`src/hw/fci_pkg.sv`:
```
// Constants for the flash command host controller
// Assumes one 25 MHz clock and an asynchronous x16 flash on plain pins
package fci_pkg;

  // ==========================================================
  // Timing
  localparam int CLK_PERIOD_NS = 40;
  localparam int T_STROBE_NS   = 70;
  localparam int STROBE_CYC    = (T_STROBE_NS + CLK_PERIOD_NS - 1) / CLK_PERIOD_NS;
  localparam logic [3:0] STROBE_LAST = 4'(STROBE_CYC - 1);

  // ==========================================================
  // Flash command codes (low byte carries the code)
  localparam logic [15:0] CMD_READ_ARRAY  = 16'h00FF;
  localparam logic [15:0] CMD_PROG_SETUP  = 16'h0040;
  localparam logic [15:0] CMD_ERASE_SETUP = 16'h0020;
  localparam logic [15:0] CMD_CONFIRM     = 16'h00D0;
  localparam logic [15:0] CMD_SUSPEND     = 16'h00B0;
  localparam logic [15:0] CMD_READ_STATUS = 16'h0070;
  localparam logic [15:0] CMD_CLEAR_STAT  = 16'h0050;

  // ==========================================================
  // Flash status bits
  localparam int SR_READY      = 7;
  localparam int SR_ERASE_SUSP = 6;

  // ==========================================================
  // Controller register map
  localparam logic [7:0] REG_CTRL   = 8'h00;
  localparam logic [7:0] REG_ADDR   = 8'h04;
  localparam logic [7:0] REG_WDATA  = 8'h08;
  localparam logic [7:0] REG_RDATA  = 8'h0C;
  localparam logic [7:0] REG_STATUS = 8'h10;

  localparam int ST_BUSY    = 0;
  localparam int ST_ARRAY   = 1;
  localparam int ST_ERASING = 2;
  localparam int ST_SUSP    = 3;
  localparam int ST_REFUSED = 4;

  // ==========================================================
  // Operations written to CTRL[2:0]
  typedef enum logic [2:0] {
    OP_WRITE, OP_READ, OP_ARRAY_READ, OP_PROGRAM,
    OP_ERASE, OP_SUSPEND, OP_RESUME, OP_POLL
  } fci_op_e;

endpackage

```
`src/hw/fci_host.sv`:
```
// Host controller that drives an asynchronous flash through its command pins
// Assumes flash inputs are synchronous to CLK and software on AHB-Lite
//
// Added by the designer: the address map and the AHB-Lite slave port.
module fci_host #(
  parameter int ADDR_W    = 22,
  parameter int BLK_SHIFT = 15
) (
  // Clock and reset
  input  wire logic              CLK,
  input  wire logic              RST_N,
  // AHB-Lite slave
  input  wire logic              HSEL,
  input  wire logic [31:0]       HADDR,
  input  wire logic [1:0]        HTRANS,
  input  wire logic              HWRITE,
  input  wire logic [2:0]        HSIZE,
  input  wire logic [31:0]       HWDATA,
  input  wire logic              HREADY,
  output logic      [31:0]       HRDATA,
  output logic                   HREADYOUT,
  output logic                   HRESP,
  // Flash pins
  output logic      [ADDR_W-1:0] FL_ADDR,
  input  wire logic [15:0]       FL_DQ_IN,
  output logic      [15:0]       FL_DQ_OUT,
  output logic                   FL_DQ_OE,
  output logic                   FL_CE_N,
  output logic                   FL_OE_N,
  output logic                   FL_WE_N,
  output logic                   FL_RP_N
);
  import fci_pkg::*;

  typedef enum logic [1:0] {S_IDLE, S_SETUP, S_STROBE, S_HOLD} fci_state_e;

  fci_state_e            state;
  fci_state_e            next_state;
  fci_op_e               op;
  logic [1:0]            step;
  logic [3:0]            cnt;
  logic [ADDR_W-1:0]     addr_reg;
  logic [15:0]           wdata_reg;
  logic [15:0]           rdata_reg;
  logic                  array_mode;
  logic                  erase_active;
  logic                  erase_susp;
  logic                  prog_susp;
  logic                  refused;
  logic [ADDR_W-1:BLK_SHIFT] susp_block;
  logic                  cyc_write;
  logic [15:0]           cyc_data;
  logic                  last_step;
  logic                  poll_again;
  logic                  hold_ce;
  logic                  ph_valid;
  logic                  ph_write;
  logic [7:0]            ph_addr;
  logic                  wr_ctrl;
  logic                  start;
  logic                  refuse;
  logic                  clr_refused;

  // ==========================================================
  // AHB-Lite slave: zero wait states, always OKAY
  assign HREADYOUT = 1'b1;
  assign HRESP     = 1'b0;

  always_ff @(posedge CLK or negedge RST_N) begin
    if (!RST_N) begin
      ph_valid <= 1'b0;
      ph_write <= 1'b0;
      ph_addr  <= 8'h00;
    end else if (HREADY) begin
      ph_valid <= HSEL && HTRANS[1];
      ph_write <= HWRITE;
      ph_addr  <= HADDR[7:0];
    end
  end

  always_ff @(posedge CLK or negedge RST_N) begin
    if (!RST_N) begin
      HRDATA <= 32'h0000_0000;
    end else if (HREADY && HSEL && HTRANS[1] && !HWRITE) begin
      unique case (HADDR[7:0])
        REG_CTRL:   HRDATA <= {29'h0000_0000, op};
        REG_ADDR:   HRDATA <= 32'(addr_reg);
        REG_WDATA:  HRDATA <= {16'h0000, wdata_reg};
        REG_RDATA:  HRDATA <= {16'h0000, rdata_reg};
        REG_STATUS: HRDATA <= {27'h000_0000, refused, erase_susp, erase_active, array_mode,
                               state != S_IDLE};
        default:    HRDATA <= 32'h0000_0000;
      endcase
    end
  end

  assign wr_ctrl     = ph_valid && ph_write && ph_addr == REG_CTRL;
  assign clr_refused = ph_valid && ph_write && ph_addr == REG_STATUS && HWDATA[ST_REFUSED];
  assign refuse      = wr_ctrl && state == S_IDLE && erase_susp
                       && (fci_op_e'(HWDATA[2:0]) == OP_PROGRAM || fci_op_e'(HWDATA[2:0]) == OP_ARRAY_READ)
                       && addr_reg[ADDR_W-1:BLK_SHIFT] == susp_block;
  assign start       = wr_ctrl && state == S_IDLE && !refuse;

  always_ff @(posedge CLK or negedge RST_N) begin
    if (!RST_N) begin
      addr_reg  <= '0;
      wdata_reg <= 16'h0000;
    end else if (ph_valid && ph_write && state == S_IDLE) begin
      if (ph_addr == REG_ADDR) addr_reg <= HWDATA[ADDR_W-1:0];
      if (ph_addr == REG_WDATA) wdata_reg <= HWDATA[15:0];
    end
  end

  // Refused flag: a new refusal wins over a clear
  always_ff @(posedge CLK or negedge RST_N) begin
    if (!RST_N) begin
      refused <= 1'b0;
    end else if (refuse) begin
      refused <= 1'b1;
    end else if (clr_refused) begin
      refused <= 1'b0;
    end
  end

  // ==========================================================
  // Command sequences: one bus cycle per step, except that OP_POLL repeats its status read step until the ready bit is set
  always_comb begin
    cyc_write = 1'b1;
    cyc_data  = wdata_reg;
    last_step = 1'b1;
    unique case (op)
      OP_WRITE: ;
      OP_READ:  cyc_write = 1'b0;
      OP_ARRAY_READ: begin
        last_step = step == 2'd1;
        if (step == 2'd0) cyc_data = CMD_READ_ARRAY;
        else cyc_write = 1'b0;
      end
      OP_PROGRAM: begin
        last_step = step == 2'd1;
        if (step == 2'd0) cyc_data = CMD_PROG_SETUP;
      end
      OP_ERASE: begin
        last_step = step == 2'd1;
        cyc_data  = (step == 2'd0) ? CMD_ERASE_SETUP : CMD_CONFIRM;
      end
      OP_SUSPEND: cyc_data = CMD_SUSPEND;
      OP_RESUME:  cyc_data = CMD_CONFIRM;
      OP_POLL: begin
        last_step = step == 2'd2;
        if (step == 2'd0) cyc_data = CMD_READ_STATUS;
        else if (step == 2'd1) cyc_write = 1'b0;
        else cyc_data = CMD_CLEAR_STAT;
      end
    endcase
  end

  assign poll_again = op == OP_POLL && step == 2'd1 && !rdata_reg[SR_READY];
  assign hold_ce    = (erase_active && !erase_susp)
                      || (state == S_HOLD && op == OP_ERASE && last_step)
                      || (state == S_HOLD && op == OP_RESUME && erase_susp && !prog_susp);

  always_comb begin
    next_state = state;
    unique case (state)
      S_IDLE:   if (start) next_state = S_SETUP;
      S_SETUP:  next_state = S_STROBE;
      S_STROBE: if (cnt == STROBE_LAST) next_state = S_HOLD;
      S_HOLD:   next_state = (last_step && !poll_again) ? S_IDLE : S_SETUP;
    endcase
  end

  always_ff @(posedge CLK or negedge RST_N) begin
    if (!RST_N) begin
      state <= S_IDLE;
      cnt   <= 4'h0;
    end else begin
      state <= next_state;
      cnt   <= (state == S_STROBE) ? cnt + 4'h1 : 4'h0;
    end
  end

  always_ff @(posedge CLK or negedge RST_N) begin
    if (!RST_N) begin
      op   <= OP_WRITE;
      step <= 2'd0;
    end else if (start) begin
      op   <= fci_op_e'(HWDATA[2:0]);
      step <= (fci_op_e'(HWDATA[2:0]) == OP_ARRAY_READ && array_mode) ? 2'd1 : 2'd0;
    end else if (state == S_HOLD && !last_step && !poll_again) begin
      step <= step + 2'd1;
    end
  end

  // Read data taken at the end of the strobe
  always_ff @(posedge CLK or negedge RST_N) begin
    if (!RST_N) begin
      rdata_reg <= 16'h0000;
    end else if (state == S_STROBE && cnt == STROBE_LAST && !cyc_write) begin
      rdata_reg <= FL_DQ_IN;
    end
  end

  // ==========================================================
  // Tracking of the flash mode and of erase suspend
  always_ff @(posedge CLK or negedge RST_N) begin
    if (!RST_N) begin
      array_mode   <= 1'b0;
      erase_active <= 1'b0;
      erase_susp   <= 1'b0;
      prog_susp    <= 1'b0;
      susp_block   <= '0;
    end else if (state == S_HOLD && cyc_write) begin
      array_mode <= !hold_ce && !(op == OP_PROGRAM && last_step) && cyc_data[7:0] == CMD_READ_ARRAY[7:0];
      if (op == OP_ERASE && last_step) begin
        erase_active <= 1'b1;
        susp_block   <= addr_reg[ADDR_W-1:BLK_SHIFT];
      end
      if (op == OP_SUSPEND && erase_active) erase_susp <= 1'b1;
      if (op == OP_SUSPEND && erase_susp) prog_susp <= 1'b1;
      if (op == OP_RESUME) prog_susp <= 1'b0;
      if (op == OP_RESUME && !prog_susp) erase_susp <= 1'b0;
    end else if (state == S_HOLD && op == OP_POLL && rdata_reg[SR_READY] && !erase_susp) begin
      erase_active <= erase_active && rdata_reg[SR_ERASE_SUSP];
    end
  end

  // ==========================================================
  // Flash pin drive, all from flip-flops
  always_ff @(posedge CLK or negedge RST_N) begin
    if (!RST_N) begin
      FL_CE_N   <= 1'b1;
      FL_OE_N   <= 1'b1;
      FL_WE_N   <= 1'b1;
      FL_DQ_OE  <= 1'b0;
      FL_RP_N   <= 1'b0;
      FL_ADDR   <= '0;
      FL_DQ_OUT <= 16'h0000;
    end else begin
      FL_RP_N  <= 1'b1;
      FL_CE_N  <= !(next_state != S_IDLE || hold_ce);
      FL_OE_N  <= !(next_state == S_STROBE && !cyc_write);
      FL_WE_N  <= !(next_state == S_STROBE && cyc_write);
      FL_DQ_OE <= (next_state == S_STROBE || next_state == S_HOLD) && cyc_write;
      if (start) FL_ADDR <= addr_reg;
      if (state == S_SETUP) FL_DQ_OUT <= cyc_data;
    end
  end
endmodule

```
`config.mk`:
```
export PLATFORM = sky130hd
export DESIGN_NAME = fci_host
export DESIGN_NICKNAME = d
export VERILOG_FILES = /design/src/hw/fci_pkg.sv /design/src/hw/fci_host.sv
export SDC_FILE = /design/constraint.sdc
export NUM_CORES = 1
export LEC_CHECK = 0
export ABC_AREA = 1
export BUFFER_PORTS_ARGS = -buffer_cell sky130_fd_sc_hd__buf_2
export CORE_UTILIZATION = 25
export DETAILED_ROUTE_END_ITERATION = 7
export PLACE_DENSITY = 0.39
export SYNTH_ARGS = -nofsm -noshare
export SYNTH_HDL_FRONTEND = slang
export SYNTH_SLANG_ARGS = --single-unit
```
`constraint.sdc`:
```
create_clock -name CLK -period 2.3 [get_ports CLK]
set_clock_uncertainty 0.2 [all_clocks]
set_input_delay 0.345 -clock CLK [delete_from_list [all_inputs] [get_ports CLK]]
set_output_delay 0.345 -clock CLK [all_outputs]
set_load 0.02 [all_outputs]
```
==> results of run 1 <==
## routing by layer
layer,wire [µm],share of wire [%]
met1,10900,52
met3,640,3.0
met5,0,0
met2,9300,44
met4,149,0.71
## what timing repair did
item / CTS / global route
hold buffers: 33 / 0
hold endpoints to repair: 141 / 0
setup endpoints to repair: 0 / 4
gates resized for setup: 0 / 2
## final cells by class
| class | count | area, µm² |
|---|---|---|
| fill | 2900 | 18100 |
| sequential | 152 | 3810 |
| multi-input combinational | 579 | 2670 |
| timing repair buffer | 176 | 1170 |
| tap | 372 | 465 |
| clock buffer | 18 | 439 |
| inverter | 76 | 285 |
| clock inverter | 14 | 136 |
## cells in the mapped netlist (3+ instances only)
cell | n | area [µm²]
inv_2 | 4 | 15.0
inv_1 | 71 | 267
buf_2 | 12 | 60.1
a21oi_1 | 26 | 130
nor3_1 | 7 | 35.0
nor2_1 | 59 | 221
o211ai_1 | 3 | 22.5
nand2_1 | 275 | 1030
nand3_1 | 71 | 355
xnor2_1 | 6 | 52.6
dfrtp_1 | 149 | 3730
dfstp_2 | 3 | 78.8
clkbuf_1 | 15 | 56.3
o31ai_1 | 6 | 45.0
buf_4 | 16 | 120
o21ai_0 | 73 | 365
ha_1 | 11 | 138
nand4_1 | 4 | 25.0
o21ai_1 | 3 | 15.0
## worst min-delay path by stage
stage,startpoint,end,slack [ns],depth (start not counted)
6_report,HWDATA[20],addr_reg[20],0.01,3
5_1_grt,HWDATA[3],addr_reg[3],0.01,3
4_1_cts,HWDATA[10],addr_reg[10],0.0008,3
3_5_place_dp,RST_N,FL_ADDR[21],0.07,1
3_3_place_gp,RST_N,FL_ADDR[21],0.07,1
2_1_floorplan,RST_N,FL_ADDR[0],-0.15,0
## per-stage QoR
| stage | hold slack [ns] | power (W) |
|---|---|---|
| detailed placement | 0.0674 | 0.00503 |
| global route | 0.0143 | 0.00829 |
| CTS | 0.000830 | 0.00792 |
| finish | 0.0136 | 0.00779 |
| global placement | 0.0651 | 0.00502 |
| floorplan | -0.151 | 0.00439 |
## where the power goes
group          switching, W  leakage [nW]  internal, W  total [W]
registers          0.000241          1.81      0.00310    0.00334
logic               0.00107          2.62     0.000587    0.00166
clock network       0.00124         0.286      0.00155    0.00279
## worst min-delay path, cell delays in order
cell and delay (ns):
buf_2 0.10, nor2_1 0.10, a21oi_1 0.05
## cells by family (layout without fill, tap and decap cells)
group | count (synthesis) | after routing | synth area share (%)
adder cells (fa/ha/maj) | 11 | 11 | 1.98
AND/OR/NAND/NOR | 427 | 427 | 25.2
XOR/XNOR | 7 | 7 | 0.881
buffers and inverters | 120 | 284 | 7.66
AO/OA/AOI/OAI | 119 | 119 | 9.12
flip-flops | 152 | 152 | 54.7
multiplexers | 2 | 2 | 0.324
other | 2 | 13 | 0.108
==> impl_metrics.csv, run 1 <==
group,metric,value,unit
sta,period_share,91.9,%
route,drcViolationCount,0,
setup_path,crit_buf_inv,2,
clock_network,worstSkewPairLatency,0.43,ns
place,placed_cell_area,0.00806,mm²
logic_synthesis,yosys_warnings,0,
cells_and_area,final_cells,1387,
route,drt_pre_antenna_iters,4,
grt,grtUsageMet3,2.67,%
run,cap_violations,0,
floorplanning,core_region_area,0.0271,mm²
setup_path,r2r-start,"op[2]",
outcome,status,"completed",
setup_path,worstPathArrival,2.22,ns
sta,finalSetupViolCount,0,
logic_synthesis,synth_edf_count,0,
floorplanning,ios,167,
sta,fmax,473,MHz
route,drt-total-wl,21.0,mm
setup_path,path_max_fanout,9,
clock_network,htreeDepth,4,
route,wl_per_cell,15.2,µm
sta,max-slew-margin-rel,60.0,%
clock_network,cts_tree,"yes",
setup_path,crit_end,"array_mode",
setup_path,ff2ff_path_depth,11,
place,io_buffers,116,
clock_network,cts_buffers,17,
sta,slew_violations,0,
setup_path,path_cells,"inv_2, nand2_1, nor2_1, nor2_1, nand2_1, nand2_1, clkinv_1, nand2_1, nor2_1, nand3_1, nand2_1",
logic_synthesis,syn_area,0.00696,mm²
floorplanning,start_util,25.7,%
cells_and_area,design_area,0.00897,mm²
logic_synthesis,synth_flop_cell,"dfrtp_1",
clock_network,post-cts-setup-buffers,0,
logic_synthesis,syn_inst,840,
sta,setup_slack,0.187,ns
logic_synthesis,syn_area_per_cell,8.28,µm²
grt,first_global_vias,5792,
grt,use_met2,23.3,%
sta,worst_pin_slew,0.597,ns
clock_network,clock-root-buffer,"clkbuf_16",
clock_network,cts_buffer_depth,2,
clock_network,clock-sinks,152,
place,dp_hpwl,15.6,mm
pwr,ir_worst_vdd,349,µV
setup_path,reg2reg_to,"array_mode",
grt,use_met1,23.0,%
floorplanning,die_w,169,µm
setup_path,cpLargestDelayFamily,"simple AND/OR/NAND/NOR gates",
route,drtAntennaViolNets,0,
cells_and_area,synthToLayoutAreaGrowth,28.9,%
cells_and_area,fin_nets,1103,
sta,tns,0,ns
pwr,powerDensity,868,mW/mm²
logic_synthesis,synth-seq-area-share,54.7,%
setup_path,end_kind,"flop",
place,globalplace.congestion,0.817,
pwr,p_leak,4.72,nW
sta,final_hold_viol_count,0,
floorplanning,die_y,169,µm
setup_path,worstSetupStartpointType,"flop",
route,viasPerCell,4.20,
setup_path,cpPeakStageDelay,0.54,ns
setup_path,cp.depth,11,
setup_path,cp_slowest_cell,"dfrtp_1",
cells_and_area,diodes,0,
min_path,hold_class,"in2reg",
logic_synthesis,ys_types,37,
logic_synthesis,synth-seq-cells,152,
setup_path,rrSetupSlack,0.19,ns
sta,rsz0062_at_grt,"no",
grt,grt_pass1_wl,33.7,mm
grt,grt_max_degree,45,
clock_network,path_clk_slew,0.06,ns
cells_and_area,final_cell_mix,"nand2_1, dfrtp_1, buf_2",
cells_and_area,utilization,33.1,%
grt,antenna_found_initial,0,
route,detail_route.iter0.violations,294,
floorplanning,num_rows,60,
setup_path,crit_type,"reg2reg",
logic_synthesis,async_reset_ff_share,100,%
sta,min_period,2.11,ns
floorplanning,dieArea,0.0285,mm²
grt,grt_busiest_layer,"met2",
setup_path,crit_top_cell,"nand2_1",
grt,grt_use_total,15.6,%
setup_path,startpoint,"op[2]",
grt,grt-ovfl-total,0,
place,dp_cells,1322,
cells_and_area,drive_gt1_share,19.2,%
place,place_ws,0.161,ns
setup_path,required,2.41,ns
cells_and_area,final_common_cell,"nand2_1",
route,vias,5827,
No activity file was read; power rests on OpenSTA's default activity.
==> run 2, diff against run 1 <==
--- a/config.mk
+++ b/config.mk
@@ -5,7 +5,7 @@
 export SDC_FILE = /design/constraint.sdc
 export NUM_CORES = 1
 export LEC_CHECK = 0
-export ABC_AREA = 1
+export ABC_AREA = 0
 export BUFFER_PORTS_ARGS = -buffer_cell sky130_fd_sc_hd__buf_2
 export CORE_UTILIZATION = 25
 export DETAILED_ROUTE_END_ITERATION = 7
==> run 2 against run 1 <==
- the flow now finishes with violations (setup timing)
- worst hold slack improved by 0.013 ns
- global-route usage decreased by 0.63 points
- combinational power decreased by 27%
- maximum frequency decreased by 15%
- via count decreased by 12%
- critical endpoint is now addr_reg[5]
- highest routed layer unchanged
==> impl_metrics.csv, run 2 <==
group,metric,value,unit
setup_path,end_kind,"flop",
cells_and_area,utilization,35.4,%
cells_and_area,final_cell_mix,"dfrtp_1, buf_2, mux2_2",
clock_network,clock-root-buffer,"clkbuf_16",
cells_and_area,fin_nets,878,
place,dp_cells,1079,
logic_synthesis,syn_area,0.00698,mm²
cells_and_area,diodes,0,
grt,grt_use_total,14.9,%
sta,rsz0062_at_grt,"yes",
logic_synthesis,synth-seq-cells,152,
logic_synthesis,synthTopCellsByArea,"dfrtp_1, mux2_2, o21ai_0, nand2_1, ha_1",
outcome,status,"complete, but fails checks",
grt,grt_pass1_wl,32.3,mm
route,drt_pre_antenna_iters,4,
grt,antenna_found_initial,1,
sta,worst_pin_slew,0.569,ns
floorplanning,die_y,169,µm
setup_path,crit_type,"reg2reg",
clock_network,htreeDepth,4,
floorplanning,num_rows,60,
grt,grt-ovfl-total,0,
logic_synthesis,syn_area_per_cell,12.1,µm²
logic_synthesis,ys_types,55,
sta,period_share,108,%
place,dp_hpwl,14.3,mm
logic_synthesis,synth_top_area_cell,"dfrtp_1",
pwr,p_leak,4.54,nW
logic_synthesis,yosys_warnings,0,
sta,setup_slack,-0.193,ns
logic_synthesis,synth-seq-area-share,54.6,%
clock_network,clock-sinks,152,
logic_synthesis,syn_inst,578,
setup_path,worstPathArrival,2.59,ns
route,vias,5150,
floorplanning,core_region_area,0.0272,mm²
floorplanning,start_util,25.7,%
cells_and_area,multi_input_area,0.00314,mm²
logic_synthesis,synth_commonest_cells,"dfrtp_1, mux2_2, nand2_1",
logic_synthesis,post-synth-top-count-cell,"dfrtp_1",
floorplanning,ios,167,
route,drt-total-wl,20.1,mm
sta,finalSetupViolCount,67,
logic_synthesis,synth_edf_count,0,
setup_path,worstSetupStartpointType,"flop",
cells_and_area,final_cells,1161,
clock_network,path_clk_slew,0.06,ns
cells_and_area,synthToLayoutAreaGrowth,38.1,%
clock_network,cts_tree,"yes",
sta,slew_violations,0,
grt,first_global_vias,5572,
sta,fmax,401,MHz
place,io_buffers,116,
logic_synthesis,synth_top_area_share,53.5,%
run,cap_violations,0,
sta,tns,-10.69,ns
logic_synthesis,async_reset_ff_share,100,%
logic_synthesis,synth_flop_cell,"dfrtp_1",
pwr,ir_worst_vdd,326,µV
cells_and_area,drive_gt1_share,42.6,%
place,globalplace.congestion,0.798,
floorplanning,dieArea,0.0286,mm²
clock_network,cts_buffers,17,
pwr,powerDensity,716,mW/mm²
route,detail_route.iter0.violations,248,
floorplanning,die_w,169,µm
route,viasPerCell,4.44,
outcome,violations,"setup timing",
sta,final_hold_viol_count,0,
place,place_ws,-0.230,ns
route,wl_per_cell,17.3,µm
setup_path,path_max_fanout,9,
grt,grt_max_degree,54,
clock_network,worstSkewPairLatency,0.42,ns
route,drcViolationCount,0,
cells_and_area,fillers,2757,
min_path,hold_class,"in2reg",
sta,max-slew-margin-rel,62.1,%
route,drtAntennaViolNets,0,
setup_path,required,2.40,ns
clock_network,cts_buffer_depth,2,
cells_and_area,register_area,0.00381,mm²
cells_and_area,final_common_cell,"dfrtp_1",
sta,min_period,2.49,ns
run 2: changes by cell type after synthesis, sizes merged, moves of 7 or more:
| cell | previous run | this run |
|---|---|---|
| nor2 | 62 | 18 |
| clkbuf | 15 | 24 |
| mux2i | 0 | 8 |
| a22o | 0 | 7 |
| nand2b | 0 | 8 |
| nand2 | 277 | 41 |
| o21ai | 76 | 38 |
| mux2 | 2 | 112 |
| buf | 29 | 18 |
| inv | 75 | 21 |
| a22oi | 2 | 15 |
| nand3 | 72 | 7 |
| nor3b | 0 | 8 |
run 2: worst max-delay path, stage by stage (launching register included):
cell and delay [ns]:
dfrtp_1 0.37, or4_4 0.54, or3_4 0.44, nor3b_4 0.22, buf_6 0.14, buf_12 0.15
mux2_4 0.30
run 2: final cells by class:
type	count	area share, %
Clock buffer	19	4.60
Clock inverter	12	1.34
Inverter	21	0.818
Multi-Input combinational cell	374	32.6
Sequential cell	152	39.5
Tap cell	372	4.83
Timing Repair Buffer	211	16.3
run 2: cells by family after synthesis:
family	after synthesis	share of synthesized area, %
AO/OA/AOI/OAI	104	9.45
buffers and inverters	63	4.45
multiplexers	120	19.2
AND/OR/NAND/NOR	116	8.95
adder cells (fa/ha/maj)	11	1.97
XOR/XNOR	10	1.26
other	2	0.108
flip-flops	152	54.6
run 2: routing by layer:
layer	vias to the layer above	GRT usage, %	share of wire, %
met5	-	0	0
met4	0	3.92	1.1
met3	16	3.09	3.3
met2	102	25.2	50
met1	2617	19.4	45
li1	2415	-	-
run 2: through the flow:
stage               instance area [µm²]  power [W]  hold slack, ns
global placement                   8390    0.00406           0.137
detailed placement                 8390    0.00409           0.147
global route                       9630    0.00723          0.0260
CTS                                9550    0.00698          0.0107
finish                             9630    0.00690          0.0270
floorplan                          7140    0.00359          -0.151
run 2: what timing repair did:
| action | 4_1_cts | 5_1_grt |
|---|---|---|
| pin swaps | 2 | 3 |
| gates cloned | 2 | 0 |
| hold buffers | 43 | 0 |
| hold endpoints to repair | 100 | 0 |
| endpoints found under the setup margin | 79 | 98 |
| setup buffers | 5 | 3 |
| gates resized for setup | 19 | 23 |
run 2: final timing paths:
check	startpoint	endpoint	slack, ns	cells past startpoint
setup / recovery	ph_addr[6]	addr_reg[5]	-0.19	6
hold / removal	HWDATA[4]	wdata_reg[4]	0.03	2
setup reg to reg	ph_addr[6]	addr_reg[5]	-0.19	6
hold reg to reg	HRDATA[13]	HRDATA[13]	0.28	2
max in group asynchronous	RST_N	addr_reg[6]	0.92	3
min in group asynchronous	RST_N	cnt[0]	0.26	2
run 2: report_power, final:
group	switching [W]	leakage (nW)	internal (W)	total (W)
Sequential	0.0000964	2.03	0.00284	0.00294
Combinational	0.000679	2.25	0.000538	0.00122
Clock	0.00113	0.263	0.00161	0.00274
